--- config.mk ---
export PLATFORM = sky130hd
export DESIGN_NAME = adc_sequence_control
export DESIGN_NICKNAME = d
export VERILOG_FILES = /design/src/adc_seq_pkg.sv /design/src/adc_sequence_control.sv
export SDC_FILE = /design/constraint.sdc
export NUM_CORES = 1
export LEC_CHECK = 0
export ABC_CLOCK_PERIOD_IN_PS = 2400
export BUFFER_PORTS_ARGS = -buffer_cell sky130_fd_sc_hd__buf_2
export CAP_MARGIN = 40
export CORE_MARGIN = 4
export CORE_UTILIZATION = 45
export DETAILED_ROUTE_END_ITERATION = 8
export PLACE_DENSITY = 0.73
export SYNTH_ARGS = -nofsm -noshare
export SYNTH_HDL_FRONTEND = slang
export SYNTH_SLANG_ARGS = --single-unit
--- constraint.sdc ---
create_clock -name aclk -period 2.4 [get_ports aclk]
set_clock_uncertainty 0.1 [all_clocks]
set_input_delay 0.48 -clock aclk [delete_from_list [all_inputs] [get_ports aclk]]
set_output_delay 0.48 -clock aclk [all_outputs]
set_load 0.02 [all_outputs]
--- src/adc_seq_pkg.sv ---
// Purpose: Shared constants and carrier types for the converter sequence control.
// Assumes: 25 MHz aclk, AXI4-Lite register access with 32-bit data.
// Notes: All offsets are byte addresses; register data sits in the low byte.
package adc_seq_pkg;

  // Register byte addresses
  localparam logic [31:0] ADDR_CONTROL_STATUS = 32'h0000_1030;
  localparam logic [31:0] ADDR_RESULT_1 = 32'h0000_1034;
  localparam logic [31:0] ADDR_RESULT_2 = 32'h0000_1038;
  localparam logic [31:0] ADDR_RESULT_3 = 32'h0000_103c;
  localparam logic [31:0] ADDR_RESULT_4 = 32'h0000_1040;
  localparam logic [31:0] ADDR_OPTION = 32'h0000_1044;

  // Field positions
  localparam int FLAG_BIT = 7;
  localparam int ZERO_BIT = 6;
  localparam int POWER_BIT = 7;
  localparam int CLOCK_SOURCE_BIT = 6;

  // Values after reset
  localparam logic [7:0] CONTROL_RESET = 8'h00;
  localparam logic [7:0] OPTION_RESET = 8'h00;

  // AXI responses
  localparam logic [1:0] RESP_OKAY = 2'h0;
  localparam logic [1:0] RESP_SLVERR = 2'h2;

  // Conversion timing, in converter clock steps
  localparam int CLOCK_HZ = 25_000_000;
  localparam logic [4:0] CONVERSION_CYCLES = 5'h1f + 5'h01 - 5'h01; // last step index
  localparam logic [4:0] SAMPLE_CYCLES = 5'h0c;
  localparam logic [4:0] FIRST_BIT_STEP = 5'h0c;
  localparam logic [4:0] LAST_BIT_STEP = 5'h1b;
  localparam logic [4:0] LAST_STEP = 5'h1f;
  localparam int START_DELAY_CYCLES = 1;
  localparam int FIRST_RESULT_CYCLES = 33;
  // Group resample period: four conversions of 32 steps at 2 MHz
  localparam int RESAMPLE_US = 64;
  localparam int RESAMPLE_REF_HZ = 2_000_000;
  localparam int RESAMPLE_STEPS = RESAMPLE_US * (RESAMPLE_REF_HZ / 1_000_000);

  // Internal RC step rate, about 1.5 MHz, derived from aclk (longest period rounds down)
  localparam int RC_HZ = 1_500_000;
  localparam int RC_DIV_INT = (CLOCK_HZ / RC_HZ < 1) ? 1 : CLOCK_HZ / RC_HZ;
  localparam logic [4:0] RC_DIV_LAST = 5'(RC_DIV_INT - 1);

  typedef enum logic [1:0] {
    S_IDLE = 2'b00,
    S_START = 2'b01,
    S_RUN = 2'b10
  } seq_state_type;

  typedef struct packed {
    logic flag;
    logic zero;
    logic continuous_repeat;
    logic group_mode;
    logic [3:0] chan_sel;
  } control_type;

  typedef struct packed {
    logic converter_power_enable;
    logic converter_clock_source;
    logic [5:0] unused;
  } option_type;

  typedef struct packed {
    logic sample_switch;
    logic [3:0] channel;
    logic [7:0] trial_code;
  } analog_out_type;

endpackage

--- src/adc_sequence_control.sv ---
// Purpose: Sequence control of an 8-bit successive approximation converter.
// Assumes: Comparator and low-power hold come from logic on aclk; registers over AXI4-Lite.
// Notes: The RC clock source is modelled as a step strobe divided from aclk.
//
// Notes on behaviour
// - Control bits read/write; flag read-only; bit6 zero
// - Flag sets once four results are filled
// - Any control write clears flag, restarts sequence
// - Write mid-sequence aborts, restarts with new settings
// - Continuous mode keeps converting; flag stays set
// - One-shot fills four results then halts
// - Single mode converts selected channel four times
// - Group mode: high select bits pick group
// - Channel select decodes inputs, references, reserved
// - Group channel low bits map to results 1-4
// - Results are 8-bit, read-only, writes ignored
// - First result valid 33 cycles after write
// - Option bit 7 enables converter power
// - Option bit 6 selects E or RC clock
// - Clock source bit enables charge pump oscillator
// - E clock mode samples comparator synchronously
// - Continuous group resamples each channel every 128 steps (5.12 us on 25 MHz E clock)
// - Each conversion takes 32 clock cycles
// - Sequence begins one cycle after the write
// - Sample switch closed only first 12 cycles
// - Low-power hold suspends, then resamples channel
`timescale 1ns/1ps

module adc_sequence_control (
  input wire logic aclk,
  input wire logic aresetn,
  input wire logic [31:0] s_axi_awaddr,
  input wire logic s_axi_awvalid,
  output logic s_axi_awready,
  input wire logic [31:0] s_axi_wdata,
  input wire logic [3:0] s_axi_wstrb,
  input wire logic s_axi_wvalid,
  output logic s_axi_wready,
  output logic [1:0] s_axi_bresp,
  output logic s_axi_bvalid,
  input wire logic s_axi_bready,
  input wire logic [31:0] s_axi_araddr,
  input wire logic s_axi_arvalid,
  output logic s_axi_arready,
  output logic [31:0] s_axi_rdata,
  output logic [1:0] s_axi_rresp,
  output logic s_axi_rvalid,
  input wire logic s_axi_rready,
  input wire logic comparator_above,
  input wire logic low_power_hold,
  output adc_seq_pkg::analog_out_type analog_out,
  output logic converter_powered,
  output logic rc_oscillator_enable,
  output logic charge_pump_oscillator_enable,
  output logic channel_reserved
);

  // Register state
  adc_seq_pkg::control_type control;
  adc_seq_pkg::option_type option;
  logic [7:0] result [4];

  // Bus holding registers
  logic aw_held;
  logic w_held;
  logic [31:0] aw_addr;
  logic [31:0] w_data;
  logic [3:0] w_strb;

  // Sequencer state
  adc_seq_pkg::seq_state_type state;
  logic [4:0] step;
  logic [1:0] slot;
  logic [7:0] sar;
  logic [7:0] mask;
  logic [4:0] rc_div;

  // Bus decode
  wire write_fire = aw_held && w_held && !s_axi_bvalid;
  wire hit_control_w = aw_addr == adc_seq_pkg::ADDR_CONTROL_STATUS;
  wire hit_option_w = aw_addr == adc_seq_pkg::ADDR_OPTION;
  wire hit_result_w = aw_addr == adc_seq_pkg::ADDR_RESULT_1 ||
    aw_addr == adc_seq_pkg::ADDR_RESULT_2 || aw_addr == adc_seq_pkg::ADDR_RESULT_3 ||
    aw_addr == adc_seq_pkg::ADDR_RESULT_4;
  wire write_mapped = hit_control_w || hit_option_w || hit_result_w;
  wire control_write = write_fire && hit_control_w;
  wire option_write = write_fire && hit_option_w && w_strb[0];
  wire read_fire = s_axi_arvalid && s_axi_arready;

  // Read data selection
  wire [7:0] control_read = {control.flag, 1'b0, control[5:0]};
  wire [7:0] option_read = {option.converter_power_enable, option.converter_clock_source,
    6'h00};
  wire rd_control = s_axi_araddr == adc_seq_pkg::ADDR_CONTROL_STATUS;
  wire rd_option = s_axi_araddr == adc_seq_pkg::ADDR_OPTION;
  wire rd_r1 = s_axi_araddr == adc_seq_pkg::ADDR_RESULT_1;
  wire rd_r2 = s_axi_araddr == adc_seq_pkg::ADDR_RESULT_2;
  wire rd_r3 = s_axi_araddr == adc_seq_pkg::ADDR_RESULT_3;
  wire rd_r4 = s_axi_araddr == adc_seq_pkg::ADDR_RESULT_4;
  wire read_mapped = rd_control || rd_option || rd_r1 || rd_r2 || rd_r3 || rd_r4;
  wire [7:0] read_byte = rd_control ? control_read :
    rd_option ? option_read :
    rd_r1 ? result[0] :
    rd_r2 ? result[1] :
    rd_r3 ? result[2] :
    rd_r4 ? result[3] : 8'h00;

  assign s_axi_awready = !aw_held;
  assign s_axi_wready = !w_held;
  assign s_axi_arready = !s_axi_rvalid;

  // Sequencer decode
  wire powered = option.converter_power_enable;
  wire hold = low_power_hold || !powered;
  // E clock mode steps every aclk edge; RC mode steps on a divided strobe
  wire step_tick = option.converter_clock_source ? (rc_div == adc_seq_pkg::RC_DIV_LAST) :
    1'b1;
  wire running = state == adc_seq_pkg::S_RUN;
  wire decide = running && !hold && step_tick && step >= adc_seq_pkg::FIRST_BIT_STEP &&
    step <= adc_seq_pkg::LAST_BIT_STEP && step[0];
  wire store_fire = running && !hold && step_tick && step == adc_seq_pkg::LAST_STEP;
  wire last_slot = slot == 2'h3;
  // Successive approximation: keep or drop trial bit, then offer the next one
  wire [7:0] next_sar = (comparator_above ? sar : (sar & ~mask)) | (mask >> 1);
  // Group mode ignores the low select bits and walks the group in slot order
  wire [3:0] channel = control.group_mode ? {control.chan_sel[3:2], slot} :
    control.chan_sel;
  // Codes 1000-1011 and 1111 select nothing; the flag lets the mux park
  wire reserved_code = (channel[3:2] == 2'b10) || (channel == 4'hf);

  assign analog_out.sample_switch = running && !hold &&
    step < adc_seq_pkg::SAMPLE_CYCLES;
  assign analog_out.channel = channel;
  assign analog_out.trial_code = sar;
  assign converter_powered = powered;
  assign rc_oscillator_enable = option.converter_clock_source;
  assign charge_pump_oscillator_enable = option.converter_clock_source;
  assign channel_reserved = reserved_code;

  // AXI write address and data are captured independently, in either order
  always_ff @(posedge aclk) begin
    if (!aresetn) begin
      aw_held <= 1'b0;
      w_held <= 1'b0;
      aw_addr <= 32'h0000_0000;
      w_data <= 32'h0000_0000;
      w_strb <= 4'h0;
    end else begin
      if (s_axi_awvalid && s_axi_awready) begin
        aw_held <= 1'b1;
        aw_addr <= s_axi_awaddr;
      end else if (write_fire) begin
        aw_held <= 1'b0;
      end
      if (s_axi_wvalid && s_axi_wready) begin
        w_held <= 1'b1;
        w_data <= s_axi_wdata;
        w_strb <= s_axi_wstrb;
      end else if (write_fire) begin
        w_held <= 1'b0;
      end
    end
  end

  // Write response; writes to result addresses answer OKAY and change nothing
  always_ff @(posedge aclk) begin
    if (!aresetn) begin
      s_axi_bvalid <= 1'b0;
      s_axi_bresp <= adc_seq_pkg::RESP_OKAY;
    end else if (write_fire) begin
      s_axi_bvalid <= 1'b1;
      s_axi_bresp <= write_mapped ? adc_seq_pkg::RESP_OKAY : adc_seq_pkg::RESP_SLVERR;
    end else if (s_axi_bready) begin
      s_axi_bvalid <= 1'b0;
    end
  end

  // Read channel
  always_ff @(posedge aclk) begin
    if (!aresetn) begin
      s_axi_rvalid <= 1'b0;
      s_axi_rdata <= 32'h0000_0000;
      s_axi_rresp <= adc_seq_pkg::RESP_OKAY;
    end else if (read_fire) begin
      s_axi_rvalid <= 1'b1;
      s_axi_rdata <= {24'h00_0000, read_byte};
      s_axi_rresp <= read_mapped ? adc_seq_pkg::RESP_OKAY : adc_seq_pkg::RESP_SLVERR;
    end else if (s_axi_rready) begin
      s_axi_rvalid <= 1'b0;
    end
  end

  // Option register
  always_ff @(posedge aclk) begin
    if (!aresetn) begin
      option <= adc_seq_pkg::OPTION_RESET;
    end else if (option_write) begin
      option <= {w_data[adc_seq_pkg::POWER_BIT], w_data[adc_seq_pkg::CLOCK_SOURCE_BIT], 6'h00};
    end
  end

  // Control register; the flag is cleared by a write even if a sequence ends in that cycle,
  // because the write also aborts the sequence that would have set it
  always_ff @(posedge aclk) begin
    if (!aresetn) begin
      control <= adc_seq_pkg::CONTROL_RESET;
    end else if (control_write) begin
      control.flag <= 1'b0;
      if (w_strb[0]) begin
        control[5:0] <= w_data[5:0];
      end
    end else if (store_fire && last_slot) begin
      control.flag <= 1'b1;
    end
  end

  // RC step divider, free running so the step rate is steady
  always_ff @(posedge aclk) begin
    if (!aresetn) begin
      rc_div <= 5'h00;
    end else if (rc_div == adc_seq_pkg::RC_DIV_LAST) begin
      rc_div <= 5'h00;
    end else begin
      rc_div <= rc_div + 5'h01;
    end
  end

  // Sequencer: write -> START for one cycle -> RUN, 32 steps per conversion
  always_ff @(posedge aclk) begin
    if (!aresetn) begin
      state <= adc_seq_pkg::S_IDLE;
      step <= 5'h00;
      slot <= 2'h0;
      sar <= 8'h00;
      mask <= 8'h00;
    end else if (control_write) begin
      state <= adc_seq_pkg::S_START;
      step <= 5'h00;
      slot <= 2'h0;
    end else begin
      case (state)
        adc_seq_pkg::S_IDLE: begin
          step <= 5'h00;
        end
        adc_seq_pkg::S_START: begin
          if (!hold) begin
            state <= adc_seq_pkg::S_RUN;
            step <= 5'h00;
          end
        end
        adc_seq_pkg::S_RUN: begin
          if (hold) begin
            // Restart the current channel from its sample window on resume
            step <= 5'h00;
          end else if (step_tick) begin
            step <= step + 5'h01;
            if (step == adc_seq_pkg::FIRST_BIT_STEP - 5'h01) begin
              sar <= 8'h80;
              mask <= 8'h80;
            end
            if (decide) begin
              sar <= next_sar;
              mask <= mask >> 1;
            end
            if (store_fire) begin
              step <= 5'h00;
              slot <= slot + 2'h1;
              if (last_slot && !control.continuous_repeat) begin
                state <= adc_seq_pkg::S_IDLE;
              end
            end
          end
        end
        default: begin
          state <= adc_seq_pkg::S_IDLE;
        end
      endcase
    end
  end

  // Result registers: only the sequencer writes them, the bus never does
  generate
    for (genvar i = 0; i < 4; i++) begin : g_result
      always_ff @(posedge aclk) begin
        if (!aresetn) begin
          result[i] <= 8'h00;
        end else if (store_fire && slot == 2'(i)) begin
          result[i] <= sar;
        end
      end
    end
  endgenerate

  // Helper: cycles since the last control write, and whether the run was undisturbed
  logic [6:0] since_write;
  logic clean_run;
  always_ff @(posedge aclk) begin
    if (!aresetn) begin
      since_write <= 7'h7f;
      clean_run <= 1'b0;
    end else if (control_write) begin
      since_write <= 7'h00;
      clean_run <= !hold && !option.converter_clock_source;
    end else begin
      if (since_write != 7'h7f) begin
        since_write <= since_write + 7'h01;
      end
      if (hold || option.converter_clock_source) begin
        clean_run <= 1'b0;
      end
    end
  end
endmodule

==> results.txt, run 1 <==
* Outcome: finished, final reports clean
- The synthesized design spends more area on one cell type than any other, namely dfxtp_1.
- Clock Sink Count: 126
- Measured on the finished design, the core utilization comes to 0.567.
* Portion of total power attributed to combinational logic: 0.075
- Switching share of power: 0.228
* Multi-input logic area: 2700 um^2
* Via count of the first global-routing pass: 4824
- DR iter-0 viols: 248
- Flip-flop and latch count after synthesis: 126
* Ordered list of cells on the worst path: ha_1 -> and3_1 -> ha_1 -> nor2b_1 -> nand2b_4 -> nor3_1 -> buf_4 -> a2111oi_1 -> o22ai_1
- Deepest clock path buffer count: 2
- Detail Placement HPWL: 10100 um
* Final-report max-slew violation count: 0
- By area the synthesized netlist is led by dfxtp_1 32%, edfxtp_1 16%, nand2_1 8.0%, a21oi_1 6.5%, buf_4 3.7%.
* Row count: 41
* Critical path depth in cells: 9
- STA classifies the critical path startpoint as a flop.
* Syn Std Cell Area: 5850 um^2
- Crit path buffers/inverters: 1
* Type of the worst setup path: reg2reg
- Yosys instantiated no cell more often than nand2_1.
- Worst hold stages: 2
- Most frequent CP cell: ha_1
- Prior to clock tree synthesis, the placed netlist has a worst setup slack of 0.0217 ns.
- Yosys warns: 0
- CTS root buffer: clkbuf_16
- In this design, the stage delay of the slowest critical-path cell is 0.38 ns.
* Share of the clock period used by the worst path after layout: 0.939
* Slew at the pin closest to its max-slew limit: 0.654 ns
- After detailed routing, the number of vias per cell comes to 5.14.
* Top cells by instance count after synthesis: 125 x nand2_1, 94 x dfxtp_1, 76 x a21oi_1
* First-pass GRT wire length: 22400 um
- In the routed design, unresolved DRC markers number 0.
- The worst setup path is captured at a flop.
- Worst Setup Slack, final: 0.147 ns
- Grt ovf: 0
* Worst EP arrival: 2.42 ns
- Crit-path max FO: 9
- Static timing analysis puts the maximum clock frequency at 444 MHz.
* Total GRT Usage: 0.191
- The tool flagged a number of max-cap violations equal to 0.
- Summing internal, switching and leakage power gives 5.32 mW.
* Largest net degree at the start of global routing: 65
- Worst-skew pair later-pin latency: 0.42 ns
* Number of post-CTS setup repair buffers: 0
- Wire length per cell after detailed routing: 14.4 um
- Area of the core: 12700 um^2
- For this run, the post-layout net count is 883.
* CP top delay family: simple AND/OR/NAND/NOR gates
- Synth cell types: 62
* Length of the first detailed-routing pass in iterations: 5
* Area share of the largest cell type after synthesis: 0.322
- The count of endpoints failing hold in the final timing report was 0.
- Wires add up to 13700 um.
- Port buffering added 113 buffers.
- Net switching power figure: 1.21 mW
* Sequential share of power: 0.433
* Number of fill cells: 1122
- CP max-delay cell: a2111oi_1
- For the worst setup path, the data required time is 2.57 ns.
* Clock tree from TritonCTS: built
- Antenna violations before repair: 0
- Layout area overhead: 23.0%
* Number of diodes: 0
- The die is 122 um tall.
- CTS H-Tree Depth: 4
- For this design the top-level I/O count stands at 167.
- The number of cells on the worst reg-to-reg path is 9.
* Post-CTS Hold Buffers: 0
* FF+latch area: 2840 um^2
* Clock transition at path regs: 0.06 ns
* Peak supply drop: 0.531 mV
- Share of post-route cells with drive strength above 1: 0.243
- Clock share of power: 0.492
- Total number of vias: 4882
- Leak Pwr: 2.91 nW
* Pwr dens: 740 nW/um^2
- The number of gates resized after CTS was 0.
* Die Span X: 122 um
- In the final timing run, aggregate negative setup slack is 0 ns.
* Synth Area per Inst: 9.01 um^2
* Clock buffer count from CTS: 17
* RD Place Congestion: 0.913
- The die covers 14900 um^2.
- Final setup viols: 0
* EDFF count, synth: 32
* Cell Int Power: 4.11 mW
- Smallest hold slack: 0.153 ns
- Starting density of the core: 0.461
* Sequential fraction of the synthesis area: 0.486
* Slew margin rel.: 0.564
- Worst hold-check path type: in2reg
- Post-synth ARST share: 0
- Post-detailed-route count of antenna-violating nets: 0
* Predominant post-synthesis flop cell: dfxtp_1
- For the finished layout, the period the worst path requires is 2.25 ns.
* Number of standard cells after synthesis: 649
stage by stage:
step | area [um^2] | instances
floorplan | 5940 | 674
finish | 7190 | 949
global placement | 6570 | 918
CTS | 7180 | 949
detailed placement | 6570 | 918
global route | 7190 | 949
logic make-up after synthesis:
kind of cell,Yosys count,share of synthesized area
DFF,126,0.486
buffers and inverters,76,0.0706
AOI/OAI and AO/OA,126,0.128
xor gates and xnor gates,3,0.00450
adders and majority gates,9,0.0193
other,1,0.000642
and+or+nand+nor,297,0.259
muxes,11,0.0321
metal layers:
metal,vias up,track usage,wire (um)
met5,-,0,0
met1,2235,0.224,5520
met2,186,0.330,6870
met3,10,0.0525,1140
met4,0,0.0770,144
li1,2451,-,-
flip-flops by register name, summed over array words and instances (netlist names):
name and cells:
aw_addr 32, result 32, mask 8, s_axi_rdata 8
sar 8, w_data 8, control 7, rc_div 5
step 5, slot 2, state 2, aw_held 1
charge_pump_oscillator_enable 1, converter_powered 1, s_axi_bresp 1, s_axi_bvalid 1
s_axi_rresp 1, s_axi_rvalid 1, w_held 1, w_strb 1
cell type report:
type / count / share of cell area
Timing Repair Buffer: 133 / 0.106
Sequential cell: 126 / 0.395
Tap cell: 172 / 0.0299
Clock inverter: 13 / 0.0221
Inverter: 15 / 0.00783
Clock buffer: 18 / 0.0626
Multi-Input combinational cell: 472 / 0.376
path summary, 6_finish.rpt:
check | from | to | slack, ns
worst max-delay path | rc_div[0]$_SDFF_PP0_ | sar[3]$_SDFFE_PN0P_ | 0.15
worst min-delay path | s_axi_rready | s_axi_rvalid$_SDFFE_PN0P_ | 0.15
worst max register to register | rc_div[0]$_SDFF_PP0_ | sar[3]$_SDFFE_PN0P_ | 0.15
worst min register to register | w_data[1]$_SDFFE_PN0P_ | w_data[1]$_SDFFE_PN0P_ | 0.35
power by group through the flow:
stage	combinational, mW	clock, mW	sequential (mW)
floorplan	0.272	0	2.35
global placement	0.384	0	2.35
detailed placement	0.395	0	2.35
CTS	0.399	2.66	2.31
global route	0.442	2.76	2.31
finish	0.397	2.62	2.31
placed cells by master, fill, tap and decap left out, types with 3 or more instances in the layout:
| master | count |
|---|---|
| nor3_1 | 11 |
| nand3_1 | 20 |
| clkbuf_16 | 18 |
| bufinv_16 | 3 |
| nand3b_1 | 4 |
| buf_4 | 16 |
| mux4_2 | 6 |
| buf_12 | 4 |
| nor3b_1 | 3 |
| mux2i_1 | 3 |
| ha_1 | 9 |
| nor4_1 | 12 |
| and2_1 | 32 |
| dfxtp_1 | 94 |
| o22ai_1 | 6 |
| o31ai_1 | 8 |
| nand4_1 | 8 |
| and3_1 | 7 |
| o2111ai_1 | 3 |
| buf_2 | 113 |
| nor2_1 | 31 |
| conb_1 | 26 |
| a22oi_1 | 3 |
| nand2_1 | 125 |
| inv_4 | 4 |
| nor2b_1 | 7 |
| edfxtp_1 | 32 |
| inv_1 | 14 |
| o21ai_0 | 11 |
| a2111oi_1 | 4 |
| nand2b_1 | 15 |
| a21oi_1 | 76 |
Power figures use the tool's default switching activity.
==> inputs of run 2 (changes only) <==
Settings changed: ABC_AREA from default to 1, CAP_MARGIN 40 to 25.
==> run 2 against run 1 <==
Wire length fell by 2.0%; count of clock-buffer cells in the layout did not move; first-iteration DRC count rose by 30%; via count rose by 7.1%; synthesized area rose by 3.2%; non-clock buffer count fell by 12; core utilization fell by 2.2 points; critical endpoint is now channel_reserved; largest cell class unchanged; largest power group unchanged.
==> results.txt, run 2 <==
* Highest-count cells in the layout ignoring fill and taps: 182 x nor2_1, 113 x buf_2, 104 x nand2_1
* Area share of the largest cell type after synthesis: 0.312 (-0.0101)
- The via count normalized by instance count was 4.82 (-6.2%).
- The sequential share of the synthesized area is 0.471 (-0.0152).
- Topmost layer with routed signal wires: met4
* Number of design rule violations left after detail routing: 0 (unchanged)
* Area of all placed cells without fillers: 7200 um^2 (about the same)
- The worst setup slack after layout came to 0.154 ns (+0.00724 ns).
- Share of post-route cells with drive strength above 1: 0.206 (-0.0373)
* Number of max-capacitance violations reported: 0 (unchanged)
- Area of the core: 13200 um^2 (+4.1%)
- Setup repair after global routing left no endpoint under its margin.
- The worst hold margin is 0.174 ns (+0.0203 ns).
- By instance count, the leading cell after synthesis is nor2_1.
- Compared with the post-synthesis result, the final layout area differs by 19.3%.
- Clock buffer count from CTS: 17 (unchanged)
- The wire length after detailed routing came to 13400 um (-2.0%).
- Post-detailed-route count of antenna-violating nets: 0 (unchanged)
- The proportion of total power due to net switching is 0.245 (+0.0177).
- Total Power: 5.24 mW (-1.6%)
- The internal power is 3.95 mW (-3.8%).
- Clock transition at path regs: 0.06 ns (about the same)
- Share of the clock period used by the worst path after layout: 0.936 (-0.00302)
* Clock share of power: 0.485 (-0.007)
* Post-synth ARST share: 0 (unchanged)
- The net total in the final layout is 1013 (+15%).
- The flow ran to the end, and the final reports show no timing, DRC or antenna violations.
- The placement-stage cell area came to 6610 um^2 (+0.67%).
- Largest registers: aw_addr: 32 flops, result: 32 flops
* Flip-flop and latch count after synthesis: 126 (unchanged)
* Pwr dens: 727 nW/um^2 (-1.7%)
- The non-filler instance count after layout was 1084 (+14%).
- RD Place Congestion: 0.821 (-10%)
- Deepest clock path buffer count: 2 (unchanged)
- Of all cell types, the one taking the most synthesized area is dfxtp_1.
- After synthesis, the cell types taking the most area are dfxtp_1 31%, edfxtp_1 16%, nor2_1 11%, nand2_1 6.5%, o21ai_0 5.4%.
* Peak supply drop: 0.387 mV (-27%)
- Floorplan die area: 15300 um^2 (+3.0%)
- The insertion delay to the later sink of the worst-skew pair is 0.42 ns (about the same).
- The initial core utilization is 0.458 (-0.00384).
- Worst hold-check path type: in2reg
* Length of the first detailed-routing pass in iterations: 4 (-1)
- The final critical-path required period came to 2.25 ns (-0.00724 ns).
- Sequential share of power: 0.444 (+0.011)
- The die boundary width came to 124 um (+1.5%).
* Number of standard cells after synthesis: 785 (+21%)
- CTS placed an instance of clkbuf_16 at the clock tree root.
* Largest net degree at the start of global routing: 40 (-38%)
- Total GRT Usage: 0.175 (-0.0156)
- The utilization after layout is 0.546 (-0.0219).
- Final-layout setup total negative slack: 0 ns (unchanged)
- The via count of the first global-routing pass came to 4655 (-3.5%).
* Final setup viols: 0 (unchanged)
* Antenna violations before repair: 0 (unchanged)
- The maximum fanout along the worst path was 4 (-5).
* Post-CTS Hold Buffers: 0 (unchanged)
* Top cells by instance count after synthesis: 182 x nor2_1, 104 x nand2_1, 94 x dfxtp_1
- Portion of total power attributed to combinational logic: 0.071 (-0.004)
* Clock Sink Count: 126 (unchanged)
* Slew at the pin closest to its max-slew limit: 0.963 ns (+0.309 ns)
* Total number of vias: 5230 (+7.1%)
* Length of routed met3 wiring: 999 um (-12%)
- Among all flip-flop cells after synthesis, the most frequent one is dfxtp_1.
* Syn Std Cell Area: 6030 um^2 (+3.2%)
- Final-report max-slew violation count: 0 (unchanged)
* Commonest non-fill, non-tap cell in the layout: nor2_1
- EDFF count, synth: 32 (unchanged)
- Type of the worst setup path: reg2out
* Kind of start point of the critical path: flop
- The leakage power was 3.11 nW (+7.0%).
- STA classifies the critical path endpoint as a primary output.
* Slew margin rel.: 0.357 (-0.207)
- The met2 routed wirelength came to 6160 um (-10%).
- The worst path arrival time came to 1.67 ns (-0.75 ns).
- First-pass GRT wire length: 21100 um (-5.6%)
- The worst slack at placement is 0.172 ns (+0.150 ns).
- CTS H-Tree Depth: 4 (unchanged)
- TritonCTS built the clock tree.
* Net switching power figure: 1.28 mW (+6.0%)
- Detail Placement HPWL: 9450 um (-6.1%)
* Die outline height: 124 um (+1.5%)
- Yosys warns: 0 (unchanged)
- Grt ovf: 0 (unchanged)
* Synth cell types: 40 (-35%)
- The count of pins on the block boundary was 167 (unchanged).
- The required time at the worst-slack endpoint is 1.82 ns (-0.75 ns).
- Wire length per cell after detailed routing: 12.4 um (-14%)
- The total number of placement rows came to 42 (+2.4%).
- Routed length on met1: 5960 um (+7.9%)
* Synth Area per Inst: 7.69 um^2 (-15%)
- DR iter-0 viols: 323 (+30%)
- The achievable clock frequency is 445 MHz (+0.32%).
* Number of hold violations in the final report: 0 (unchanged)
- Port Buffer Count: 113 (unchanged)
- Dpl cells: 1052 (+15%)
* Number of diodes: 0 (unchanged)
-- run 2: cell types whose count changed after synthesis, sizes merged, moves of 14 or more --
cell,change
nor2,+156
o21ai,+54
nand3,+30
clkbuf,-14
and2,-30
nand2b,-16
a21oi,-15
nand2,-15
inv,+67
-- run 2: area by class of cell --
type	instances	area, um^2
Fill cell	1216	5990
Sequential cell	126	2840
Multi-Input combinational cell	546	2610
Timing Repair Buffer	121	626
Clock buffer	18	429
Inverter	83	317
Tap cell	176	220
Clock inverter	14	158
-- run 2: cells by family after synthesis --
family / share of synthesized area
AO/OA/AOI/OAI: 0.121
adder cells (fa/ha/maj): 0.0187
buffers and inverters: 0.113
flip-flops: 0.471
other: 0.000621
AND/OR/NAND/NOR: 0.276
-- run 2: critical path: stages, from the launching register on --
cell      delay [ns]
dfxtp_1         0.39
inv_1           0.14
a21oi_1         0.29
nand2_1         0.08
a21boi_0        0.15
buf_2           0.19
-- run 2: layer usage --
| metal | track usage | vias up |
|---|---|---|
| li1 | - | 2707 |
| met1 | 0.216 | 2346 |
| met2 | 0.288 | 156 |
| met3 | 0.0463 | 21 |
| met4 | 0.0775 | 0 |
| met5 | 0 | - |
-- run 2: final timing paths --
check                                                   to                 start  cells past startpoint  slack, ns
worst max-delay path                      channel_reserved  slot[0]$_SDFFE_PP0P_                      5       0.15
worst min register to register        rc_div[0]$_SDFF_PP0_  rc_div[0]$_SDFF_PP0_                      1       0.35
worst min-delay path               aw_addr[4]$_SDFFE_PN0P_       s_axi_awaddr[4]                      3       0.17
worst max register to register  result[3][4]$_SDFFCE_PN0P_  step[0]$_SDFFE_PP0P_                      8       0.27
-- run 2: power by group through the flow --
stage	clock network, mW	registers [mW]	logic (mW)
after floorplan	0	2.37	0.264
after global placement	0	2.37	0.366
after detailed placement	0	2.37	0.369
after CTS	2.57	2.32	0.373
after global routing	2.67	2.34	0.424
final	2.54	2.33	0.370
-- run 2: what timing repair did --
action                                  4_1_cts  5_1_grt
endpoints found under the hold margin         0        0
endpoints found under the setup margin        0       44
setup buffers                                 0        0
resized for setup                             0        1
